$ cat src/core/csw_pkg.sv
// Purpose: Shared constants and carriers of the sync and capture window block
// Assumes: Avalon-MM byte addresses, one 32-bit word per register
// Notes:   Mode bits 13..0 map straight onto csw_mode_t
package csw_pkg;

  localparam logic [7:0] OFF_SYNC_ENABLE = 8'h00;
  localparam logic [7:0] OFF_MODE        = 8'h04;
  localparam logic [7:0] OFF_HS_WIDTH    = 8'h08;
  localparam logic [7:0] OFF_VS_WIDTH    = 8'h0C;
  localparam logic [7:0] OFF_PIX_LINE    = 8'h10;
  localparam logic [7:0] OFF_HALF_LINES  = 8'h14;
  localparam logic [7:0] OFF_START_PIX   = 8'h18;
  localparam logic [7:0] OFF_LINE_LEN    = 8'h1C;
  localparam logic [7:0] OFF_START_LN0   = 8'h20;
  localparam logic [7:0] OFF_START_LN1   = 8'h24;
  localparam logic [7:0] OFF_LINE_CNT    = 8'h28;
  localparam logic [7:0] OFF_HCULL       = 8'h2C;
  localparam logic [7:0] OFF_VCULL       = 8'h30;
  localparam logic [7:0] OFF_LINE_SIZE   = 8'h34;

  localparam int MODE_FIELD_BIT   = 15;
  localparam int MODE_FILTER_BIT  = 14;
  localparam int SIZE_DECR_BIT    = 12;
  localparam int SYNC_MEMORY_WRITE_ENABLE_BIT    = 1;
  localparam int SYNC_SYNC_GENERATOR_ENABLE_BIT    = 0;
  localparam int WINDOW_ALIGN_LOG = 4;
  localparam int LINE_UNIT_LOG    = 4;
  localparam logic [2:0] MAX_SHIFT = 3'h4;

  typedef enum logic [1:0] {
    FMT_RAW   = 2'b00,
    FMT_YC16  = 2'b01,
    FMT_YC8   = 2'b10,
    FMT_RSVD  = 2'b11
  } csw_fmt_t;

  typedef struct packed {
    csw_fmt_t   fmt;
    logic       pad;
    logic [2:0] shift;
    logic       interlace;
    logic       inv;
    logic       extgate;
    logic       field_id_polarity;
    logic       hpol;
    logic       vpol;
    logic       field_id_direction;
    logic       sdir;
  } csw_mode_t;

  localparam csw_mode_t MODE_RESET = '{fmt: FMT_YC8, default: '0};

  typedef struct packed {
    logic        lpf;
    logic        memory_write_enable;
    logic [11:0] hsync_pulse_width;
    logic [11:0] vsync_pulse_width;
    logic [15:0] line_period_count;
    logic [15:0] frame_half_line_count;
    logic [14:0] capture_start_pixel;
    logic [14:0] capture_line_length;
    logic [14:0] start_line_field_zero;
    logic [14:0] start_line_field_one;
    logic [14:0] capture_line_count;
    logic [15:0] horizontal_cull_mask;
    logic [7:0]  line_cull_mask;
    logic        address_decrement;
    logic [11:0] lofst;
  } csw_timing_t;

  localparam csw_timing_t TIMING_RESET = '0;

  typedef struct packed {
    logic [7:0]  address;
    logic        read;
    logic        write;
    logic [31:0] writedata;
  } csw_avs_req_t;

endpackage

$ cat src/core/csw_capture_window.sv
// Behaviour
// RULE_01 - Mode register bit 15 reads current field, 0 odd, 1 even.
// RULE_02 - Bit 14 enables quarter-half-quarter horizontal filter on raw data.
// RULE_03 - Bits 13-12 pick raw, 16-bit or 8-bit YCbCr; reset to 2.
// RULE_04 - Raw mode only: right-shift stored data by 0 to 4 bits.
// RULE_05 - Bit 7 selects progressive or interlaced field handling.
// RULE_06 - Bit 6 inverts incoming sensor data bitwise.
// RULE_07 - Bit 5 with enable gates writes by external write enable and syncs.
// RULE_08 - Bits 4, 3, 2 set field, hsync, vsync polarity; 1 is negative.
// RULE_09 - Bit 1 field pin direction, bit 0 both sync pins; 1 drives.
// RULE_10 - Generated hsync lasts width plus one pixel clocks.
// RULE_11 - Generated vsync lasts width plus one lines.
// RULE_12 - Generated line period is pixels-per-line plus one pixel clocks.
// RULE_13 - Generated frame period is half-lines plus one, halved, lines.
// RULE_14 - Each line's capture starts at start-pixel after hsync start.
// RULE_15 - Capture length plus one pixels, truncated to multiple of 16.
// RULE_16 - Capture starts at per-field start line after vsync start.
// RULE_17 - Exactly line-count plus one lines are captured per field.
// RULE_18 - Pixel retain mask, high byte even lines, low byte odd lines.
// RULE_19 - Line retain mask of eight bits, repeating every eight lines.
// RULE_20 - Address-decrement bit mirrors each stored line.
// RULE_21 - Filter, timing, window, cull and size settings apply at vsync.
// RULE_22 - Software writes zero to reserved bits.
// RULE_23 - Sync enable starts generator or locks to external syncs.
// RULE_24 - Data write enable gates storing, taken at vsync.
// RULE_25 - Line base advances by line offset times 32 bytes.
// RULE_26 - Window counters restart at active sync edges after polarity.
// RULE_27 - Cull mask positions restart at window's first pixel and line.
//
// Purpose: Sync timing, capture window and cull logic of a sensor front end
// Assumes: Pixel clock well below half of i_clock; sampled, not used as clock
// Notes:   Memory address counts 16-bit pixels from zero at each vsync
//
// Chosen here: the address map and the Avalon-MM interface to the registers.
`timescale 1ns/1ps
module csw_capture_window #(
  parameter int ADDR_W = 24,
  parameter int DATA_W = 16
) (
  input  wire logic              i_clock,
  input  wire logic              i_rst,
  input  wire logic [7:0]        i_avs_address,
  input  wire logic              i_avs_read,
  input  wire logic              i_avs_write,
  input  wire logic [31:0]       i_avs_writedata,
  output logic      [31:0]       o_avs_readdata,
  output logic                   o_avs_waitrequest,
  input  wire logic              i_pclk,
  input  wire logic [DATA_W-1:0] i_pix_data,
  input  wire logic              i_ext_wen,
  input  wire logic              i_hsync,
  output logic                   o_hsync,
  output logic                   o_hsync_oe,
  input  wire logic              i_vsync,
  output logic                   o_vsync,
  output logic                   o_vsync_oe,
  input  wire logic              i_field_id,
  output logic                   o_field_id,
  output logic                   o_field_id_oe,
  output logic                   o_mem_valid,
  output logic      [DATA_W-1:0] o_mem_data,
  output logic      [ADDR_W-1:0] o_mem_addr
);

  typedef struct packed {
    logic [2:0]              pclk_s;
    logic [1:0]              hs_s;
    logic [1:0]              vs_s;
    logic [1:0]              fid_s;
    logic [1:0]              wen_s;
    logic [DATA_W-1:0]       d_s1;
    logic [DATA_W-1:0]       d_s2;
    logic                    wait_q;
    logic [31:0]             rdata;
    logic                    sync_generator_enable;
    csw_pkg::csw_mode_t      mode;
    csw_pkg::csw_timing_t    sh;
    csw_pkg::csw_timing_t    act;
    logic                    hs_prev;
    logic                    vs_prev;
    logic                    field;
    logic [15:0]             hcnt;
    logic [15:0]             vhalf;
    logic                    gen_fid;
    logic [15:0]             hpos;
    logic [15:0]             vline;
    logic                    line_used;
    logic [ADDR_W-1:0]       base;
    logic [14:0]             wpos;
    logic [DATA_W-1:0]       p1;
    logic [DATA_W-1:0]       p2;
    logic                    mvalid;
    logic [DATA_W-1:0]       mdata;
    logic [ADDR_W-1:0]       maddr;
    logic                    o_hs;
    logic                    o_vs;
    logic                    o_fid;
    logic                    oe_s;
    logic                    oe_f;
  } csw_state_t;

  csw_state_t         st_q;
  csw_state_t         st_d;
  csw_pkg::csw_avs_req_t req;
  logic               pix_en;
  logic               gen_on;
  logic               gen_hs;
  logic               gen_vs;
  logic               hs_act;
  logic               vs_act;
  logic               hs_edge;
  logic               vs_edge;
  logic               latch;
  logic               bus_take;
  logic [15:0]        npix;
  logic [15:0]        hwin;
  logic [15:0]        lwin;
  logic [14:0]        slv;
  logic               in_h;
  logic               in_v;
  logic [7:0]         hmask;
  logic               keep;
  logic               gate_ok;
  logic               wr;
  logic [DATA_W-1:0]  inv_d;
  logic [DATA_W+1:0]  fsum;
  logic [DATA_W-1:0]  raw_d;
  logic [2:0]         amt;
  logic [15:0]        off;

  assign req = '{address: i_avs_address, read: i_avs_read, write: i_avs_write, writedata: i_avs_writedata};

  function automatic logic [31:0] read_mux(input csw_state_t s, input logic [7:0] a);
    logic [31:0] v;
    v = 32'h0000_0000;
    unique case (a)
      csw_pkg::OFF_SYNC_ENABLE: v = 32'({s.sh.memory_write_enable, s.sync_generator_enable});
      // RULE_01 field status readback
      csw_pkg::OFF_MODE:        v = 32'({s.field, s.sh.lpf, s.mode});
      csw_pkg::OFF_HS_WIDTH:    v = 32'(s.sh.hsync_pulse_width);
      csw_pkg::OFF_VS_WIDTH:    v = 32'(s.sh.vsync_pulse_width);
      csw_pkg::OFF_PIX_LINE:    v = 32'(s.sh.line_period_count);
      csw_pkg::OFF_HALF_LINES:  v = 32'(s.sh.frame_half_line_count);
      csw_pkg::OFF_START_PIX:   v = 32'(s.sh.capture_start_pixel);
      csw_pkg::OFF_LINE_LEN:    v = 32'(s.sh.capture_line_length);
      csw_pkg::OFF_START_LN0:   v = 32'(s.sh.start_line_field_zero);
      csw_pkg::OFF_START_LN1:   v = 32'(s.sh.start_line_field_one);
      csw_pkg::OFF_LINE_CNT:    v = 32'(s.sh.capture_line_count);
      csw_pkg::OFF_HCULL:       v = 32'(s.sh.horizontal_cull_mask);
      csw_pkg::OFF_VCULL:       v = 32'(s.sh.line_cull_mask);
      csw_pkg::OFF_LINE_SIZE:   v = 32'({s.sh.address_decrement, s.sh.lofst});
      default:                  v = 32'h0000_0000;
    endcase
    return v;
  endfunction

  always_comb begin
    st_d = st_q;
    // Pin synchronisers; stage one feeds stage two only
    st_d.pclk_s = {st_q.pclk_s[1:0], i_pclk};
    st_d.hs_s   = {st_q.hs_s[0], i_hsync};
    st_d.vs_s   = {st_q.vs_s[0], i_vsync};
    st_d.fid_s  = {st_q.fid_s[0], i_field_id};
    st_d.wen_s  = {st_q.wen_s[0], i_ext_wen};
    st_d.d_s1   = i_pix_data;
    st_d.d_s2   = st_q.d_s1;
    pix_en      = st_q.pclk_s[1] & ~st_q.pclk_s[2];

    // Bus slave: one wait cycle, then the access completes
    st_d.wait_q = !((req.read || req.write) && st_q.wait_q);
    bus_take    = (req.read || req.write) && !st_q.wait_q;
    if ((req.read || req.write) && st_q.wait_q) begin
      st_d.rdata = read_mux(st_q, req.address);
    end
    // RULE_22 reserved bits are simply not stored
    if (bus_take && req.write) begin
      unique case (req.address)
        csw_pkg::OFF_SYNC_ENABLE: begin
          st_d.sync_generator_enable    = req.writedata[csw_pkg::SYNC_SYNC_GENERATOR_ENABLE_BIT];
          st_d.sh.memory_write_enable = req.writedata[csw_pkg::SYNC_MEMORY_WRITE_ENABLE_BIT];
        end
        csw_pkg::OFF_MODE: begin
          st_d.mode     = req.writedata[13:0];
          st_d.mode.pad = 1'b0;
          st_d.sh.lpf   = req.writedata[csw_pkg::MODE_FILTER_BIT];
        end
        csw_pkg::OFF_HS_WIDTH:   st_d.sh.hsync_pulse_width  = req.writedata[11:0];
        csw_pkg::OFF_VS_WIDTH:   st_d.sh.vsync_pulse_width  = req.writedata[11:0];
        csw_pkg::OFF_PIX_LINE:   st_d.sh.line_period_count = req.writedata[15:0];
        csw_pkg::OFF_HALF_LINES: st_d.sh.frame_half_line_count = req.writedata[15:0];
        csw_pkg::OFF_START_PIX:  st_d.sh.capture_start_pixel  = req.writedata[14:0];
        csw_pkg::OFF_LINE_LEN:   st_d.sh.capture_line_length  = req.writedata[14:0];
        csw_pkg::OFF_START_LN0:  st_d.sh.start_line_field_zero = req.writedata[14:0];
        csw_pkg::OFF_START_LN1:  st_d.sh.start_line_field_one = req.writedata[14:0];
        csw_pkg::OFF_LINE_CNT:   st_d.sh.capture_line_count  = req.writedata[14:0];
        csw_pkg::OFF_HCULL:      st_d.sh.horizontal_cull_mask = req.writedata[15:0];
        csw_pkg::OFF_VCULL:      st_d.sh.line_cull_mask = req.writedata[7:0];
        csw_pkg::OFF_LINE_SIZE: begin
          st_d.sh.address_decrement  = req.writedata[csw_pkg::SIZE_DECR_BIT];
          st_d.sh.lofst = req.writedata[11:0];
        end
        default: st_d.sync_generator_enable = st_q.sync_generator_enable;
      endcase
    end

    // RULE_23 generator runs only when enabled and driving
    gen_on = st_q.sync_generator_enable && st_q.mode.sdir;
    // RULE_10 hsync width plus one
    gen_hs = gen_on && (st_q.hcnt <= 16'(st_q.act.hsync_pulse_width));
    // RULE_11 vsync width plus one lines, in half lines
    gen_vs = gen_on && ({1'b0, st_q.vhalf} <= 17'({st_q.act.vsync_pulse_width, 1'b1}));
    if (!gen_on) begin
      st_d.hcnt  = 16'h0000;
      st_d.vhalf = 16'h0000;
    end else if (pix_en) begin
      // RULE_12 line period plus one
      st_d.hcnt = (st_q.hcnt >= st_q.act.line_period_count) ? 16'h0000 : st_q.hcnt + 16'h0001;
      // RULE_13 frame in half lines plus one
      if (st_q.hcnt == st_q.act.line_period_count || st_q.hcnt == (st_q.act.line_period_count >> 1)) begin
        st_d.vhalf = (st_q.vhalf >= st_q.act.frame_half_line_count) ? 16'h0000 : st_q.vhalf + 16'h0001;
      end
    end

    // RULE_08 polarity applied to input syncs
    hs_act = st_q.mode.sdir ? gen_hs : (st_q.hs_s[1] ^ st_q.mode.hpol);
    vs_act = st_q.mode.sdir ? gen_vs : (st_q.vs_s[1] ^ st_q.mode.vpol);
    hs_edge = pix_en && st_q.sync_generator_enable && hs_act && !st_q.hs_prev;
    vs_edge = pix_en && st_q.sync_generator_enable && vs_act && !st_q.vs_prev;
    if (pix_en) begin
      st_d.hs_prev = hs_act;
      st_d.vs_prev = vs_act;
    end

    // RULE_05 field toggles only when interlaced
    if (vs_edge) begin
      st_d.gen_fid = st_q.mode.interlace ? !st_q.gen_fid : 1'b0;
    end
    st_d.field = st_q.mode.field_id_direction ? st_q.gen_fid : (st_q.fid_s[1] ^ st_q.mode.field_id_polarity);

    // RULE_21 shadow settings taken at vsync
    latch = vs_edge || !st_q.sync_generator_enable;
    if (latch) begin
      st_d.act = st_q.sh;
    end

    // RULE_09 direction and polarity of driven pins
    st_d.oe_s  = st_q.mode.sdir;
    st_d.oe_f  = st_q.mode.field_id_direction;
    st_d.o_hs  = gen_hs ^ st_q.mode.hpol;
    st_d.o_vs  = gen_vs ^ st_q.mode.vpol;
    st_d.o_fid = st_q.gen_fid ^ st_q.mode.field_id_polarity;

    // RULE_15 length truncated to a multiple of 16 pixels
    npix  = (16'(st_q.act.capture_line_length) + 16'h0001) & ~16'((1 << csw_pkg::WINDOW_ALIGN_LOG) - 1);
    // RULE_14 start pixel from hsync
    hwin  = st_q.hpos - 16'(st_q.act.capture_start_pixel);
    in_h  = (st_q.hpos >= 16'(st_q.act.capture_start_pixel)) && (hwin < npix);
    // RULE_16 per-field start line
    slv   = st_q.field ? st_q.act.start_line_field_one : st_q.act.start_line_field_zero;
    lwin  = st_q.vline - 16'(slv);
    // RULE_17 line count plus one
    in_v  = (st_q.vline >= 16'(slv)) && (lwin <= 16'(st_q.act.capture_line_count));
    // RULE_18 pixel mask by line parity
    hmask = lwin[0] ? st_q.act.horizontal_cull_mask[7:0] : st_q.act.horizontal_cull_mask[15:8];
    // RULE_19 RULE_27 masks indexed from window origin
    keep  = hmask[hwin[2:0]] && st_q.act.line_cull_mask[lwin[2:0]];
    // RULE_07 external write gate
    gate_ok = !(st_q.mode.extgate && st_q.sync_generator_enable) ||
              (st_q.wen_s[1] && (st_q.hs_s[1] ^ st_q.mode.hpol) && (st_q.vs_s[1] ^ st_q.mode.vpol));
    // RULE_24 write enable from active copy taken at vsync
    wr = pix_en && st_q.sync_generator_enable && st_q.act.memory_write_enable && in_h && in_v && keep && gate_ok &&
         (st_q.mode.fmt != csw_pkg::FMT_RSVD) && !hs_edge && !vs_edge;

    // RULE_06 ones' complement option
    inv_d = st_q.d_s2 ^ {DATA_W{st_q.mode.inv}};
    // RULE_02 quarter-half-quarter filter
    fsum  = (DATA_W+2)'(st_q.p2) + (DATA_W+2)'({st_q.p1, 1'b0}) + (DATA_W+2)'(inv_d);
    raw_d = st_q.act.lpf ? fsum[DATA_W+1:2] : inv_d;
    // RULE_04 shift clamped at four bits
    amt   = (st_q.mode.shift > csw_pkg::MAX_SHIFT) ? csw_pkg::MAX_SHIFT : st_q.mode.shift;
    // RULE_20 mirrored address within line
    off   = st_q.act.address_decrement ? (npix - 16'h0001 - 16'(st_q.wpos)) : 16'(st_q.wpos);
    if (pix_en) begin
      st_d.p1 = inv_d;
      st_d.p2 = st_q.p1;
    end

    // RULE_26 counters restart on active edges
    if (vs_edge) begin
      st_d.hpos      = 16'h0000;
      st_d.vline     = 16'h0000;
      st_d.base      = '0;
      st_d.wpos      = 15'h0000;
      st_d.line_used = 1'b0;
    end else if (hs_edge) begin
      st_d.hpos      = 16'h0000;
      st_d.vline     = st_q.vline + 16'h0001;
      st_d.wpos      = 15'h0000;
      st_d.line_used = 1'b0;
      // RULE_25 line pitch in 32-byte units
      if (st_q.line_used) begin
        st_d.base = st_q.base + ADDR_W'({st_q.act.lofst, 4'h0});
      end
    end else if (pix_en) begin
      st_d.hpos = st_q.hpos + 16'h0001;
    end

    st_d.mvalid = wr;
    if (wr) begin
      // RULE_03 format selects path
      st_d.mdata     = (st_q.mode.fmt == csw_pkg::FMT_RAW) ? (raw_d >> amt) : inv_d;
      st_d.maddr     = st_q.base + ADDR_W'(off);
      st_d.wpos      = st_q.wpos + 15'h0001;
      st_d.line_used = 1'b1;
    end
  end

  always_ff @(posedge i_clock) begin
    if (i_rst) begin
      st_q        <= '0;
      st_q.wait_q <= 1'b1;
      st_q.mode   <= csw_pkg::MODE_RESET;
      st_q.sh     <= csw_pkg::TIMING_RESET;
      st_q.act    <= csw_pkg::TIMING_RESET;
    end else begin
      st_q <= st_d;
    end
  end

  assign o_avs_readdata    = st_q.rdata;
  assign o_avs_waitrequest = st_q.wait_q;
  assign o_hsync           = st_q.o_hs;
  assign o_hsync_oe        = st_q.oe_s;
  assign o_vsync           = st_q.o_vs;
  assign o_vsync_oe        = st_q.oe_s;
  assign o_field_id        = st_q.o_fid;
  assign o_field_id_oe     = st_q.oe_f;
  assign o_mem_valid       = st_q.mvalid;
  assign o_mem_data        = st_q.mdata;
  assign o_mem_addr        = st_q.maddr;
endmodule // csw_capture_window

$ cat config.mk
export PLATFORM = sky130hd
export DESIGN_NAME = csw_capture_window
export DESIGN_NICKNAME = d
export VERILOG_FILES = /design/src/core/csw_pkg.sv /design/src/core/csw_capture_window.sv
export SDC_FILE = /design/constraint.sdc
export NUM_CORES = 2
export LEC_CHECK = 0
export ABC_AREA = 1
export BUFFER_PORTS_ARGS = -buffer_cell sky130_fd_sc_hd__buf_2
export CAP_MARGIN = 20
export CORE_UTILIZATION = 53
export CTS_CLUSTER_SIZE = 24
export DETAILED_ROUTE_END_ITERATION = 8
export PLACE_DENSITY_LB_ADDON = 0.05
export RECOVER_POWER = 25
export SYNTH_ARGS = -nofsm -noshare
export SYNTH_HDL_FRONTEND = slang
export SYNTH_SLANG_ARGS = --single-unit
$ cat constraint.sdc
create_clock -name i_clock -period 3.84 [get_ports i_clock]
set_clock_uncertainty 0.2 [all_clocks]
set_input_delay 0.384 -clock i_clock [delete_from_list [all_inputs] [get_ports i_clock]]
set_output_delay 0.384 -clock i_clock [all_outputs]
set_load 0.005 [all_outputs]
==> out/summary.txt <==
Die height: 244.5 µm
Die area: 0.05980 mm²
Largest net degree at the start of global routing: 201
ANT nets after route: 0
Synth Instances: 4,320
Clock sink count: 596
Worst hold slack: 0.03003 ns
Most frequent cells in the layout: nand2_1 (611), dfxtp_1 (588), inv_1 (572)
P&R area growth vs syn: 18.79%
Sequential element share of the synthesized area: 38.27%
Layout cells sized above 1: 14.67%
Final Power: 13,380 µW
Crit-path cells: buf_12 -> mux2i_2 -> ha_1 -> nand2_1 -> inv_1 -> a21oi_1 -> nand2_2 -> buf_4 -> a21oi_1 -> o21ai_0 -> xor2_1 -> ha_1 -> nand3_1 -> nor3_1 -> nand2_1 -> nand2_4 -> nand4_4 -> nor2_4 -> buf_12 -> buf_12 -> clkbuf_16 -> o21ai_2 -> a21oi_1
Post-layout min period: 4.064 ns
CTS tree: yes
YS warnings: 0
Max Buffers Root-to-Sink: 3
CP arrival: 4.39 ns
Area of the mapped netlist: 0.03118 mm²
DR WL/cell: 17.65 µm
VDD IR max: 0.0003584 V
DR top layer: met5
Flops & latches, synth: 596
PortBufs: 112
Failing checks: capacitance limit, slew limit, setup timing
Max cap viols: 3
I/O pin count: 145
Setup slack after layout: -0.2244 ns
Rows: 88
Final Hold Fails: 0
Total vias in the final route: 28,770
Multi-input logic area: 0.01678 mm²
Outcome: complete, but fails checks
Met1 wire length: 42,510 µm
Grt total ovfl: 0
Tcrit/Tclk final: 105.8%
Worst path required time: 4.17 ns
Commonest non-fill, non-tap cell in the layout: nand2_1
RSZ-0062 raised after global routing: true
HP Start: i_avs_writedata[14]
Max Transition Viols Final: 321
Yosys cell types: 53
# DRC: 0
Post-Route WL: 93,910 µm
Slew @ Worst Pin: 1.924 ns
Min-Delay Path Class: input pin to register
H-tree lvl count: 3
Gpl congestion: 0.9253
Vias in the first global route: 26,440
Routed wl met2: 41,260 µm
GRT Total Usage: 30.97%
CP Capture Type: register
Vias per cell: 5.407
Worst r2r src: st_q[183]$_SDFF_PP0_
Met3 WL post-DR: 6648 µm
Clock Tree Root: clkbuf_16
DRT Pass-1 Iters: 8
Critical Setup Path Class: register to register
Filler instances: 5,288
Ys async rst share: 0%
HPWL after DPL: 65,540 µm
Initial Util: 53.83%
CP startpoint kind: register
Post-synth EDFFs: 0
CP max stage delay: 0.38 ns
Initial antenna violation count: 3
First-pass GRT wire length: 146,200 µm
Num CTS Buffers: 67
Slew margin rel.: -28.28%
Core Region: 0.05792 mm²
Slowest cell on crit path: dfxtp_4
Die width: 244.5 µm
Clk_lat worst skew: 0.61 ns
DRT iter0 DRCs: 2,290
Avg Cell Area, Syn: 7.217 µm²
Crit-path max FO: 9
Clock slew at reported path FFs: 0.06 ns
Register Area: 0.01194 mm²
Leak: 0.01532 µW
Setup crit start: st_q[183]$_SDFF_PP0_
Final setup viols: 53
PwrDens: 361.4 mW/mm²
Total Nets Final: 4,763
Ys flop type: dfxtp_1
Max Fclk: 246.0 MHz
-- worst max-delay path, delay by kind of cell (launching register included) --
kind	cells	cell delay [ns]
fa+ha+maj	2	0.60
simple gates	8	1.04
xor+xnor	1	0.16
mux	1	0.22
compound gates	5	0.64
buf+inv	6	0.74
flops	1	0.38
-- through the flow --
step / util [%] / instance area (µm²) / cells / setup TNS (ns) / worst slack [ns]
2_1_floorplan: - / 31290 / 4335 / -0.01341 / -0.01341
3_3_place_gp: 57.11 / 33080 / 5139 / -12.40 / -0.3418
3_5_place_dp: 57.11 / 33080 / 5139 / -14.11 / -0.3798
4_1_cts: 63.10 / 36540 / 5312 / -6.804 / -0.2308
5_1_grt: 63.94 / 37030 / 5320 / -46.44 / -0.4634
6_report: 63.95 / 37030 / 5321 / -7.683 / -0.2244
-- power by group --
| group | internal [µW] | switching [µW] |
|---|---|---|
| clock | 3770 | 2640 |
| sequential | 6230 | 20.0 |
| combinational | 244 | 483 |
-- cells in the mapped netlist, types with 3 or more instances --
library cell | number | area share, %
buf_1 | 11 | 0.13
xnor2_1 | 56 | 1.6
buf_6 | 4 | 0.14
a31oi_1 | 14 | 0.28
o221ai_1 | 4 | 0.11
nand4_1 | 41 | 0.82
o21ai_0 | 454 | 7.3
xor2_1 | 60 | 1.7
a221oi_1 | 19 | 0.53
nor3_1 | 63 | 1.0
o21ai_1 | 34 | 0.55
o31ai_1 | 3 | 0.072
nand2_2 | 3 | 0.060
or2_2 | 16 | 0.32
o211ai_1 | 10 | 0.24
buf_4 | 75 | 1.8
nor4_1 | 16 | 0.32
mux2i_1 | 13 | 0.42
nor2_2 | 9 | 0.18
buf_2 | 34 | 0.55
nand3_1 | 193 | 3.1
nor3b_1 | 8 | 0.19
nor2_1 | 327 | 3.9
fa_1 | 21 | 1.3
clkbuf_1 | 142 | 1.7
a211oi_1 | 9 | 0.22
dfxtp_1 | 596 | 38
nand2_1 | 648 | 7.8
a21o_1 | 11 | 0.26
inv_1 | 583 | 7.0
o21bai_1 | 3 | 0.072
clkinv_1 | 7 | 0.084
ha_1 | 168 | 6.7
a21oi_1 | 569 | 9.1
o21a_1 | 8 | 0.19
o22ai_1 | 58 | 1.2
inv_2 | 10 | 0.12
-- cell type report --
type / count / area share, %
Clock inverter: 24 / 0.6487
Sequential cell: 596 / 32.25
Multi-Input combinational cell: 2872 / 45.31
Tap cell: 765 / 2.585
Clock buffer: 91 / 5.183
Antenna cell: 1 / 0.006757
Inverter: 600 / 6.159
Timing Repair Buffer: 372 / 7.855
-- registers in the layout (all words and copies together), names as in the netlist, 16 cells and up --
register / flops
o_mem_addr: 24
o_avs_readdata: 16
st_q: 509
o_mem_data: 16
st_d: 24
-- repair_timing --
| action | CTS | global route |
|---|---|---|
| pin swaps | 91 | 83 |
| setup endpoints to repair | 57 | 57 |
| setup buffers | 25 | 13 |
| endpoints found under the hold margin | 30 | 0 |
| gates resized for setup | 167 | 133 |
| hold buffers | 25 | 0 |
| cloned | 9 | 1 |
-- final timing paths --
kind | end | slack (ns) | cells past startpoint
setup / recovery | o_mem_addr[1]$_SDFFE_PP0P_ | -0.22 | 23
hold / removal | st_q[437]$_SDFFE_PP0P_ | 0.03 | 3
setup reg to reg | o_mem_addr[1]$_SDFFE_PP0P_ | -0.22 | 23
hold reg to reg | st_q[575]$_SDFF_PP0_ | 0.20 | 2
-- logic make-up after synthesis --
family,count (synthesis),synth area share [%]
AND/OR/NAND/NOR,1333,18.00
AO/OA/AOI/OAI,1204,20.33
buffers and inverters,867,11.58
flip-flops,596,38.27
adder cells (fa/ha/maj),189,8.091
XOR/XNOR,116,3.259
multiplexers,14,0.4535
other,1,0.01203
-- routing by layer --
| layer | up-vias | GRT usage, % |
|---|---|---|
| met2 | 875 | 48.15 |
| li1 | 14570 | - |
| met3 | 194 | 6.190 |
| met1 | 13130 | 42.48 |
| met5 | - | 0 |
| met4 | 2 | 11.07 |
Note: power is estimated with default switching activity, not from simulation.
